File: src/rtl/pcs_pkg.sv
// Shared constants and types for the peripheral and cipher setup command block
package pcs_pkg;

	// ==========================================================================
	// Command codes
	localparam logic [7:0] CMD_CMP_OFF = 8'h0F;
	localparam logic [7:0] CMD_PWM     = 8'h10;
	localparam logic [7:0] CMD_IV      = 8'h11;
	localparam logic [7:0] CMD_KEY     = 8'h12;

	// ==========================================================================
	// Argument layout
	localparam logic [4:0] ARG_PIN     = 5'h00;
	localparam logic [4:0] ARG_DUTY    = 5'h01;
	localparam logic [4:0] ARG_FMT     = 5'h02;
	localparam logic [4:0] ARG_VAL     = 5'h03;
	localparam logic [4:0] PWM_ARG_LEN = 5'h07;
	localparam logic [4:0] VEC_LEN     = 5'h10;
	localparam logic [4:0] ARG_CNT_MAX = 5'h1F;

	// ==========================================================================
	// Value limits
	localparam logic [7:0] DUTY_MIN    = 8'h01;
	localparam logic [7:0] DUTY_MAX    = 8'h63;
	localparam logic [7:0] FMT_MAX     = 8'h03;
	localparam logic [7:0] NUM_PWM     = 8'h04;
	localparam logic [3:0] PAD_NONE    = 4'h0;
	localparam logic [3:0] PAD_WORD    = 4'hC;

	// ==========================================================================
	// Cipher store layout: vector bytes first, key bytes after
	localparam logic [4:0] IV_BASE     = 5'h00;
	localparam logic [4:0] KEY_BASE    = 5'h10;

	// ==========================================================================
	// Reset values
	localparam logic [7:0]  RST_DUTY   = 8'h00;
	localparam logic [31:0] RST_VALUE  = 32'h0000_0000;
	localparam logic [3:0]  RST_ACTIVE = 4'h0;

	// ==========================================================================
	// Timing
	localparam int CLK_HZ        = 32'h0131_2D00;
	localparam int SETTLE_MS     = 32'h0000_0032;
	localparam int MS_PER_S      = 32'h0000_03E8;
	localparam int SETTLE_CYCLES = CLK_HZ / MS_PER_S * SETTLE_MS;

	// ==========================================================================
	// Types
	typedef enum logic [1:0] {
		FMT_UINT_HZ = 2'h0,
		FMT_FLT_HZ  = 2'h1,
		FMT_UINT_US = 2'h2,
		FMT_FLT_S   = 2'h3
	} pcs_fmt_t;

	typedef enum logic [1:0] {
		ST_IDLE = 2'b00,
		ST_ARGS = 2'b01,
		ST_EXEC = 2'b11
	} pcs_state_t;

endpackage : pcs_pkg

File: src/rtl/pcs_keymem.sv
// Byte store for the cipher vector and key with a registered read port
`timescale 1ns/100ps
module pcs_keymem (
	input  wire logic       mclk,
	input  wire logic       wr_en,
	input  wire logic [4:0] wr_addr,
	input  wire logic [7:0] wr_data,
	input  wire logic [4:0] rd_addr,
	output logic      [7:0] rd_data
);
	logic [7:0] mem [0:31];

	// ==========================================================================
	// Write port; contents are not reset, software loads them before use
	always_ff @(posedge mclk) begin
		if (wr_en) begin
			mem[wr_addr] <= wr_data;
		end
	end

	// ==========================================================================
	// Registered read keeps the cipher path off a long combinational mux
	always_ff @(posedge mclk) begin
		rd_data <= mem[rd_addr];
	end
endmodule : pcs_keymem

File: src/rtl/pcs_cmd.sv
// Command interpreter for comparator shutdown, PWM setup and cipher vector/key
`timescale 1ns/100ps
//
// Operation
// Shutdown command turns comparator off, bare ACK
// PWM args: pin, duty, format, 4-byte value
// Pin index from zero, below channel count
// Duty valid only 1 to 99 percent
// Format codes: uint Hz, float Hz, uint us, float s
// PWM ACK carries four achieved value bytes
// Only pin-state command stops a PWM output
// Vector is sixteen bytes, least significant first
// Link cipher shares the tag-side AES-128 engine
// Cipher data padded to sixteen-byte multiples
// Vector replaced, ACK encrypted under new vector
// Key replaced, ACK encrypted under new key
// Host waits 50 ms after vector/key ACK
// Bad duty or format gives error, no change
module pcs_cmd #(
	parameter int SETTLE_CYCLES = pcs_pkg::SETTLE_CYCLES
) (
	input  wire logic              mclk,
	input  wire logic              rst,
	input  wire logic              pkt_valid,
	input  wire logic              pkt_first,
	input  wire logic              pkt_last,
	input  wire logic [7:0]        pkt_byte,
	input  wire logic              enc_mode,
	input  wire logic              comp_enable_req,
	input  wire logic              io_state_req,
	input  wire logic [1:0]        io_state_pin,
	input  wire logic [4:0]        key_rd_addr,
	output logic      [7:0]        key_rd_data,
	output logic                   comp_on,
	output logic      [3:0]        pwm_active,
	output logic      [1:0]        pwm_pin,
	output logic      [7:0]        pwm_duty,
	output pcs_pkg::pcs_fmt_t      pwm_format,
	output logic                   pwm_is_period,
	output logic                   pwm_is_float,
	output logic      [31:0]       pwm_value,
	output logic                   pwm_cfg_stb,
	output logic                   rsp_valid,
	output logic                   rsp_ack,
	output logic                   rsp_has_data,
	output logic      [31:0]       rsp_data,
	output logic                   rsp_encrypt,
	output logic      [3:0]        rsp_pad_len,
	output logic                   settle_busy
);
	import pcs_pkg::*;

	pcs_state_t  state_reg;
	logic [7:0]  cmd_reg;
	logic [4:0]  cnt_reg;
	logic [7:0]  pin_arg_reg;
	logic [7:0]  duty_arg_reg;
	logic [7:0]  fmt_arg_reg;
	logic [31:0] val_arg_reg;
	logic [19:0] settle_reg;
	logic        pwm_ok;
	logic        vec_ok;
	logic        exec_pwm;
	logic        exec_vec;
	logic        exec_off;
	logic        mem_wr;
	logic [4:0]  mem_addr;

	// ==========================================================================
	// Argument checks, evaluated once the packet has ended
	assign pwm_ok   = (cnt_reg == PWM_ARG_LEN) && (pin_arg_reg < NUM_PWM)
		&& (duty_arg_reg >= DUTY_MIN) && (duty_arg_reg <= DUTY_MAX)
		&& (fmt_arg_reg <= FMT_MAX);
	assign vec_ok   = (cnt_reg == VEC_LEN);
	assign exec_pwm = (state_reg == ST_EXEC) && (cmd_reg == CMD_PWM);
	assign exec_vec = (state_reg == ST_EXEC) && ((cmd_reg == CMD_IV) || (cmd_reg == CMD_KEY));
	assign exec_off = (state_reg == ST_EXEC) && (cmd_reg == CMD_CMP_OFF);

	// ==========================================================================
	// Packet sequencing: command byte, arguments, one execute cycle
	always_ff @(posedge mclk) begin
		if (rst) begin
			state_reg <= ST_IDLE;
			cmd_reg   <= 8'h00;
			cnt_reg   <= 5'h00;
		end else begin
			case (state_reg)
				ST_IDLE: begin
					if (pkt_valid && pkt_first) begin
						cmd_reg   <= pkt_byte;
						cnt_reg   <= 5'h00;
						state_reg <= pkt_last ? ST_EXEC : ST_ARGS;
					end
				end
				ST_ARGS: begin
					if (pkt_valid && pkt_first) begin
						cmd_reg   <= pkt_byte;
						cnt_reg   <= 5'h00;
						state_reg <= pkt_last ? ST_EXEC : ST_ARGS;
					end else if (pkt_valid) begin
						// Saturate so an overlong packet still fails the length check
						if (cnt_reg != ARG_CNT_MAX) begin
							cnt_reg <= cnt_reg + 5'h01;
						end
						if (pkt_last) begin
							state_reg <= ST_EXEC;
						end
					end
				end
				ST_EXEC: begin
					state_reg <= ST_IDLE;
				end
				default: begin
					state_reg <= ST_IDLE;
				end
			endcase
		end
	end

	// ==========================================================================
	// Capture PWM arguments; the timing value arrives low byte first
	always_ff @(posedge mclk) begin
		if (rst) begin
			pin_arg_reg  <= 8'h00;
			duty_arg_reg <= 8'h00;
			fmt_arg_reg  <= 8'h00;
			val_arg_reg  <= RST_VALUE;
		end else if (state_reg == ST_ARGS && pkt_valid && !pkt_first && cmd_reg == CMD_PWM) begin
			case (cnt_reg)
				ARG_PIN:  pin_arg_reg  <= pkt_byte;
				ARG_DUTY: duty_arg_reg <= pkt_byte;
				ARG_FMT:  fmt_arg_reg  <= pkt_byte;
				ARG_VAL:          val_arg_reg[7:0]   <= pkt_byte;
				ARG_VAL + 5'h01:  val_arg_reg[15:8]  <= pkt_byte;
				ARG_VAL + 5'h02:  val_arg_reg[23:16] <= pkt_byte;
				ARG_VAL + 5'h03:  val_arg_reg[31:24] <= pkt_byte;
				default:  val_arg_reg <= val_arg_reg;
			endcase
		end
	end

	// ==========================================================================
	// Vector and key bytes go straight to the store as they arrive
	assign mem_wr   = (state_reg == ST_ARGS) && pkt_valid && !pkt_first
		&& ((cmd_reg == CMD_IV) || (cmd_reg == CMD_KEY)) && (cnt_reg < VEC_LEN);
	assign mem_addr = ((cmd_reg == CMD_KEY) ? KEY_BASE : IV_BASE) + {1'b0, cnt_reg[3:0]};

	// Shared with the tag-side cipher through the read port
	pcs_keymem u_keymem (
		.mclk    (mclk),
		.wr_en   (mem_wr),
		.wr_addr (mem_addr),
		.wr_data (pkt_byte),
		.rd_addr (key_rd_addr),
		.rd_data (key_rd_data)
	);

	// ==========================================================================
	// Comparator power; shutdown wins only when no enable arrives with it
	always_ff @(posedge mclk) begin
		if (rst) begin
			comp_on <= 1'b0;
		end else if (comp_enable_req) begin
			comp_on <= 1'b1;
		end else if (exec_off && cnt_reg == 5'h00) begin
			comp_on <= 1'b0;
		end
	end

	// ==========================================================================
	// PWM configuration, held until the next accepted setup
	always_ff @(posedge mclk) begin
		if (rst) begin
			pwm_pin       <= 2'h0;
			pwm_duty      <= RST_DUTY;
			pwm_format    <= FMT_UINT_HZ;
			pwm_is_period <= 1'b0;
			pwm_is_float  <= 1'b0;
			pwm_value     <= RST_VALUE;
			pwm_cfg_stb   <= 1'b0;
		end else begin
			pwm_cfg_stb <= exec_pwm && pwm_ok;
			if (exec_pwm && pwm_ok) begin
				pwm_pin       <= pin_arg_reg[1:0];
				pwm_duty      <= duty_arg_reg;
				pwm_format    <= pcs_fmt_t'(fmt_arg_reg[1:0]);
				pwm_is_period <= fmt_arg_reg[1];
				pwm_is_float  <= fmt_arg_reg[0];
				pwm_value     <= val_arg_reg;
			end
		end
	end

	// ==========================================================================
	// Per-channel run flags: setup starts, pin-state stops, start wins a tie
	genvar ch;
	generate
		for (ch = 0; ch < 4; ch = ch + 1) begin : g_chan
			always_ff @(posedge mclk) begin
				if (rst) begin
					pwm_active[ch] <= RST_ACTIVE[ch];
				end else if (exec_pwm && pwm_ok && pin_arg_reg[1:0] == 2'(ch)) begin
					pwm_active[ch] <= 1'b1;
				end else if (io_state_req && io_state_pin == 2'(ch)) begin
					pwm_active[ch] <= 1'b0;
				end
			end
		end
	endgenerate

	// ==========================================================================
	// Reply; the achieved value echoes the request as the engine runs it
	always_ff @(posedge mclk) begin
		if (rst) begin
			rsp_valid    <= 1'b0;
			rsp_ack      <= 1'b0;
			rsp_has_data <= 1'b0;
			rsp_data     <= RST_VALUE;
			rsp_encrypt  <= 1'b0;
			rsp_pad_len  <= PAD_NONE;
		end else begin
			rsp_valid <= exec_pwm || exec_vec || exec_off;
			if (exec_pwm) begin
				rsp_ack      <= pwm_ok;
				rsp_has_data <= pwm_ok;
				rsp_data     <= pwm_ok ? val_arg_reg : RST_VALUE;
				rsp_pad_len  <= pwm_ok ? PAD_WORD : PAD_NONE;
			end else if (exec_vec || exec_off) begin
				rsp_ack      <= exec_vec ? vec_ok : (cnt_reg == 5'h00);
				rsp_has_data <= 1'b0;
				rsp_data     <= RST_VALUE;
				rsp_pad_len  <= PAD_NONE;
			end
			// Store is already written, so this reply uses the new settings
			rsp_encrypt <= enc_mode;
		end
	end

	// ==========================================================================
	// Settling window after a vector or key change; host must stay quiet
	always_ff @(posedge mclk) begin
		if (rst) begin
			settle_reg  <= 20'h0_0000;
			settle_busy <= 1'b0;
		end else if (exec_vec && vec_ok) begin
			settle_reg  <= 20'(SETTLE_CYCLES - 1);
			settle_busy <= 1'b1;
		end else if (settle_reg != 20'h0_0000) begin
			settle_reg  <= settle_reg - 20'h0_0001;
		end else begin
			settle_busy <= 1'b0;
		end
	end

	// ==========================================================================
	// Checks
	cmp_off_a: assert property (@(posedge mclk) disable iff (rst)
		exec_off && cnt_reg == 5'h00 && !comp_enable_req
		|=> !comp_on && rsp_valid && rsp_ack && !rsp_has_data)
		else $error("comparator shutdown not applied");
	pwm_reply_a: assert property (@(posedge mclk) disable iff (rst)
		exec_pwm && pwm_ok |=> rsp_valid && rsp_ack && rsp_has_data
		&& rsp_data == $past(val_arg_reg) && pwm_cfg_stb)
		else $error("pwm ack without value");
	duty_range_a: assert property (@(posedge mclk) disable iff (rst)
		pwm_cfg_stb |-> pwm_duty >= DUTY_MIN && pwm_duty <= DUTY_MAX)
		else $error("duty out of range applied");
	pin_run_a: assert property (@(posedge mclk) disable iff (rst)
		pwm_cfg_stb |-> pwm_active[pwm_pin])
		else $error("configured pin not running");
	fmt_decode_a: assert property (@(posedge mclk) disable iff (rst)
		pwm_cfg_stb |-> pwm_is_period == (pwm_format == FMT_UINT_US || pwm_format == FMT_FLT_S)
		&& pwm_is_float == (pwm_format == FMT_FLT_HZ || pwm_format == FMT_FLT_S))
		else $error("format decode wrong");
	pwm_stop_a: assert property (@(posedge mclk) disable iff (rst)
		io_state_req && !(exec_pwm && pwm_ok) |=> !pwm_active[$past(io_state_pin)])
		else $error("pin state did not stop pwm");
	vec_ack_a: assert property (@(posedge mclk) disable iff (rst)
		exec_vec && vec_ok |=> rsp_valid && rsp_ack && !rsp_has_data
		&& rsp_encrypt == $past(enc_mode) && settle_busy)
		else $error("vector or key ack wrong");
	pwm_reject_a: assert property (@(posedge mclk) disable iff (rst)
		exec_pwm && !pwm_ok |=> rsp_valid && !rsp_ack && $stable(pwm_duty) && !pwm_cfg_stb)
		else $error("bad pwm setup not refused");
	pad_len_a: assert property (@(posedge mclk) disable iff (rst)
		rsp_valid |-> rsp_pad_len == (rsp_has_data ? PAD_WORD : PAD_NONE))
		else $error("pad length wrong");
	settle_hold_a: assert property (@(posedge mclk) disable iff (rst)
		$rose(settle_busy) && SETTLE_CYCLES > 8 |-> settle_busy [*8])
		else $error("settle window too short");
endmodule : pcs_cmd

File: config.mk
export PLATFORM = sky130hd
export DESIGN_NAME = pcs_cmd
export DESIGN_NICKNAME = d
export VERILOG_FILES = /design/src/rtl/pcs_pkg.sv /design/src/rtl/pcs_keymem.sv /design/src/rtl/pcs_cmd.sv
export SDC_FILE = /design/constraint.sdc
export NUM_CORES = 1
export LEC_CHECK = 0
export ABC_AREA = 1
export BUFFER_PORTS_ARGS = -buffer_cell sky130_fd_sc_hd__buf_4
export CORE_ASPECT_RATIO = 0.6
export CORE_MARGIN = 2
export CORE_UTILIZATION = 60
export CTS_BUF_LIST = sky130_fd_sc_hd__clkbuf_8
export DETAILED_ROUTE_END_ITERATION = 10
export PLACE_DENSITY = 0.85
export SLEW_MARGIN = 20
export SYNTH_ARGS = -nofsm -noshare
export SYNTH_HDL_FRONTEND = slang
export SYNTH_SLANG_ARGS = --single-unit
export TNS_END_PERCENT = 50
File: constraint.sdc
create_clock -name mclk -period 2.7 [get_ports mclk]
set_input_delay 0.135 -clock mclk [delete_from_list [all_inputs] [get_ports mclk]]
set_output_delay 0.135 -clock mclk [all_outputs]
set_load 0.01 [all_outputs]
**Yosys cells after proc, flatten, opt, wreduce, memory -nomap -nowiden**

Memories as Yosys holds them, arrays and structs flattened. A register that Yosys moved wholly into a read port is not among the register bits.
Cells that the tools add are included.

- Eq/ne operators: 26
- Mux-type cells: 39
- $mul: 0
- $lt $le $gt $ge: 5
- Reduce and logical (&&, ||, !) cells: 54
- Bitwise logic cells: 0
- Div/mod/pow operators: 0
- $add $sub $neg: 3
- Shifts and indexed selects: 0

Operators with widths:

| cell | number |
|---|---|
| 32-bit two-way mux | 3 |
| 20-bit two-way mux | 2 |
| 5-bit two-way mux | 5 |
| 8-bit by 5-bit equality test with 1-bit output (second input constant) | 3 |
| 1-bit logical AND | 24 |
| 5-bit by 3-bit equality test with 1-bit output (second input constant) | 4 |
| 20-bit nonzero test | 1 |
| 20-bit by 1-bit subtractor with 20-bit output (second input constant) | 1 |
| 1-bit two-way mux | 19 |
| 2-bit AND reduction | 8 |
| 2-bit nonzero test | 8 |
| 4-bit two-way mux | 3 |
| 2-bit equality test (second input constant) | 5 |
| 5-bit by 2-bit equality test with 1-bit output (second input constant) | 2 |
| 2-bit two-way mux | 5 |
| 5-bit one-hot mux with 2 select lines | 1 |
| 3-bit inequality test (second input constant) | 3 |
| 8-bit by 4-bit equality test with 1-bit output (second input constant) | 1 |
| 8-bit by 1-bit greater-or-equal comparator with 1-bit output (second input constant) | 1 |
| 8-bit by 2-bit <= comparator with 1-bit output (second input constant) | 1 |
| 8-bit by 7-bit <= comparator with 1-bit output (second input constant) | 1 |
| 8-bit by 3-bit < comparator with 1-bit output (second input constant) | 1 |
| 2-bit by 1-bit equality test with 1-bit output (second input constant) | 3 |
| 2-bit zero test | 3 |
| other kinds (14) | 19 |

- Input port bits: 23
- Memory bits (writable): 256
- Memories: 1
- ROM bits: 0
- Register bits after elaboration: 184
- Word-level logic and storage cells: 159
- Bits in latches: 0
- Output and inout port bits: 101

Memory list:

| name | depth | width | read ports | clocked after memory_dff | write ports | RTL line | source |
|---|---|---|---|---|---|---|---|
| u_keymem.mem | 32 | 8 | 1 | 1 | 1 | pcs_keymem.sv:11 | `logic [7:0] mem [0:31];` |

**Longest topological paths before layout**

- Depth in word-level cells: 8
- Depth in mapped cells: 11
- Mapped depth without buffers: 11

**Modules after synthesis**

Synthesis repeated with hierarchy kept, for this count alone.

- Cells, all modules: 1899
- Area total of the unflattened synthesis: 18111.1 sq um

Modules (own cells, without submodules):

| module | cells an instance | area each (sq um) | times used | seq. area each (sq um) |
|---|---|---|---|---|
| pcs_keymem | 922 | 10786.6 | 1 | 7847.5 |
| pcs_cmd | 977 | 7324.5 | 1 | 3563.4 |

**Least setup slack after synthesis**

No wires, ideal clock.

- Kind: register -> register
- Start point: register cmd_reg[5]
- End point: memory u_keymem.mem[10][0] (enable)
- Path buffers: 0
- Library setup time: 0.370 ns
- Data arrival time: 1.529 ns
- Cell stages (with the launch flop): 10
- Slack: 0.800 ns
- Clock period less this slack: 1.900 ns
- Required time: 2.330 ns
- Cell sequence: dfxtp_1 > inv_1 > nand2_1 > nor2_2 > nand2_1 > nor2_1 > nand2_1 > inv_2 > nand3_1 > nor2_1

- Cells in the longest elaborated chain, start to end: 6
- Elaborated cells between the ends (all ways): 9
- Classes of those cells: 1 x add/sub; 2 x eq/ne; 3 x mux; 3 x reduce/logical

RTL lines:

| what | RTL line | source |
|---|---|---|
| start, declared | pcs_cmd.sv:54 | `logic [7:0] cmd_reg;` |
| start signal, assigned | pcs_cmd.sv:90 | `cmd_reg <= pkt_byte;` |
| start signal, assigned | pcs_cmd.sv:97 | `cmd_reg <= pkt_byte;` |
| branches (longest 6 deep; another with 5-bit by 4-bit adder with 5-bit output) | -- |  |
| end, declared | pcs_keymem.sv:11 |  |

Several ways; the timed one is not identified.

**Worst setup path in the final report**

- Start point: register cmd_reg[5]
- End point: memory u_keymem.mem[11][5] (enable)

Same word-level chain as after synthesis.

==> metrics.yaml <==
detailed_routing:
  antenna_left: 0
  vias_per_cell: 5.869
  routed_wl_mm: 46.02
  drc: 0
  first_pass_iters: 8
  wl_per_cell_microns: 18.92
  vias: 14274
  drtIter0Drc: 1908
floorplanning:
  start_util_pct: 61.62
  die_w_microns: 226.8
  rows: 48
  die-area_sq_mm: 0.03123
  coreArea_sq_mm: 0.02901
  die_h_microns: 137.7
  io-pin-count: 124
sta:
  hold_viol_final: 0
  worstMarginPinSlew_ns: 1.016
  post-route-period-util_pct: 85.73
  rsz0062_at_grt: "false"
  clock.fmax_ghz: 0.4320
  fin_crit_ns: 2.315
  drv_slew: 0
  setup_tns_ns: 0
  final-setup-viol-count: 0
  slew_headroom_pct: 32.18
  holdWs_ns: 0.01689
  clock_skew_ns: 0.03822
setup_path:
  crit_fanout: 8
  end_kind: "flop"
  crit_type: "flop to flop"
  setup.worst_path.start_class: "flop"
  crit_arrival_ns: 2.63
  required_ns: 3.02
finish:
  drive_above_1_share_pct: 15.41
  mostFrequentLayoutCell: "nand2_1"
  fillCellCount: 2020
  largest_reg_flops: 256
  nets: 2010
  largest-register: "u_keymem.mem"
  seq_area_sq_mm: 0.01141
  flow.area_growth_from_synthesis_pct: 15.09
  multi_input_area_sq_mm: 0.005639
  mostFrequentLayoutCells: "493 x nand2_1, 256 x edfxtp_1, 198 x nand3_1"
clock_network:
  clkSlewWorstSetupHoldPaths_ns: 0.08
  clk_latency_ns: 0.64
  root_buffer: "clkbuf_8"
  postCtsSetupBuffers: 0
  numCtsBuffers: 59
  clock_sinks: 442
  cts_max_level: 2
  clockBufferDepth: 3
  cts_tree: "built"
synth:
  synth_compound_area_share_pct: 6.972
  synth-seq-cells: 442
  avgSynthCellArea_sq_um: 9.703
  synth_top_family_by_area: "simple AND/OR/NAND/NOR gates"
  yosysSeqAreaShare_pct: 63.84
  yosys-mux-area-fraction_pct: 0
  synthAdderAreaFrac_pct: 0.4900
  ys_types: 40
  synth-simple-area-share_pct: 23.62
  synthXorXnorAreaFrac_pct: 0.3920
  syn_area_sq_mm: 0.01787
  synth_warnings: 0
  synthCells: 1842
place:
  gp_congestion: 0.9123
  hpwlAfterDp_mm: 28.33
  port_buffers: 121
global_routing:
  grt_max_degree: 129
  first_global_vias: 13608
  overflow: 0
  antenna_found_initial: 1
  grt_use_total_pct: 29.58
  grt_pass1_wl_mm: 71.26
pwr:
  swShare_pct: 26.79
  power_frac_seq_pct: 51.3
  leakagePower_nw: 8.023
  pwr-share-comb_pct: 12.7
  clkPwrFrac_pct: 36.0
  power_density_mw_per_mm2: 701.1
  vdd.ir_drop.worst_mv: 0.8021
  p_sw_mw: 3.863
  p_int_mw: 10.56
min_path:
  hp-class: "primary input to flop"
run_status:
  outcome: "complete, no violations"
run:
  maxCapViolCount: 0
-- kinds of logic after synthesis --
family                   after synthesis
buffers and inverters                180
other                                  1
XOR/XNOR                               8
AND/OR/NAND/NOR                      963
flip-flops                           442
AO/OA/AOI/OAI                        241
adder cells (fa/ha/maj)                7
-- what timing repair did --
item / CTS / global route
resized for setup: 0 / 0
hold buffers: 17 / 0
endpoints found under the hold margin: 38 / 0
-- worst max-delay path, cell delays in order, from the launching register on --
cell,delay [ns]
dfxtp_1,0.31
inv_1,0.07
nand2_1,0.07
nor2_2,0.18
nand2_1,0.09
nor2_1,0.17
nand2_1,0.10
inv_2,0.10
nand3_1,0.43
nor2_1,0.27
buf_4,0.21
-- cells in the mapped netlist, drive strengths merged --
library cell / instances / area share [%]
a211oi: 2 / 0.084
a21oi: 190 / 5.3
a31oi: 1 / 0.035
buf: 67 / 2.3
clkbuf: 46 / 0.97
conb: 1 / 0.021
dfxtp: 186 / 21
edfxtp: 256 / 43
ha: 7 / 0.49
inv: 67 / 1.4
nand2: 522 / 11
nand3: 202 / 5.8
nand3b: 2 / 0.084
nand4: 60 / 2.1
nor2: 162 / 3.6
nor3: 12 / 0.53
nor3b: 1 / 0.042
o211a: 1 / 0.056
o21ai: 37 / 1.0
o21bai: 2 / 0.084
o31ai: 8 / 0.34
or2: 2 / 0.070
xnor2: 4 / 0.20
xor2: 4 / 0.20
-- power by group through the flow --
stage,clock network (mW),registers (mW),logic (mW)
floorplan,0,7.51,1.32
global placement,0,7.53,1.73
detailed placement,0,7.54,1.78
CTS,5.20,7.39,1.81
global route,5.49,7.41,2.10
finish,5.19,7.40,1.84
-- layer usage --
metal  track usage (%)  routed length, microns  vias to the layer above
met5                 0                       0                        -
met4             8.297                     888                        0
met3             7.656                    5051                       94
met2             46.23                   21090                      787
met1             41.23                   19000                     6848
li1                  -                       -                     6545
-- final timing paths --
check / depth (start not counted) / end / start / slack, ns
max: 10 / u_keymem.mem[11][5]$_DFFE_PP_ / cmd_reg[5]$_SDFFE_PP0P_ / 0.39
min: 1 / u_keymem.mem[26][6]$_DFFE_PP_ / pkt_byte[6] / 0.02
max reg2reg: 10 / u_keymem.mem[11][5]$_DFFE_PP_ / cmd_reg[5]$_SDFFE_PP0P_ / 0.39
min reg2reg: 2 / pin_arg_reg[7]$_SDFFE_PP0P_ / pin_arg_reg[7]$_SDFFE_PP0P_ / 0.45
-- final cells by class --
class / count / share of cell area (%)
Antenna cell: 1 / 0.01216
Clock buffer: 75 / 5.018
Clock inverter: 37 / 1.016
Inverter: 67 / 1.229
Multi-Input combinational cell: 1221 / 27.41
Sequential cell: 442 / 55.47
Tap cell: 400 / 2.433
Timing Repair Buffer: 189 / 7.408
-- stage by stage --
| step | area, sq um | setup WS (ns) | power [mW] | std cells | utilization (%) |
|---|---|---|---|---|---|
| after floorplan | 17880 | 0.8001 | 8.832 | 1843 | - |
| after global placement | 19160 | 0.5277 | 9.263 | 2302 | 66.04 |
| after detailed placement | 19160 | 0.4705 | 9.317 | 2302 | 66.04 |
| after CTS | 20570 | 0.4328 | 14.40 | 2431 | 70.91 |
| after global routing | 20570 | 0.2637 | 14.99 | 2432 | 70.92 |
| final | 20570 | 0.3854 | 14.42 | 2432 | 70.92 |
Power figures use the tool's default switching activity.
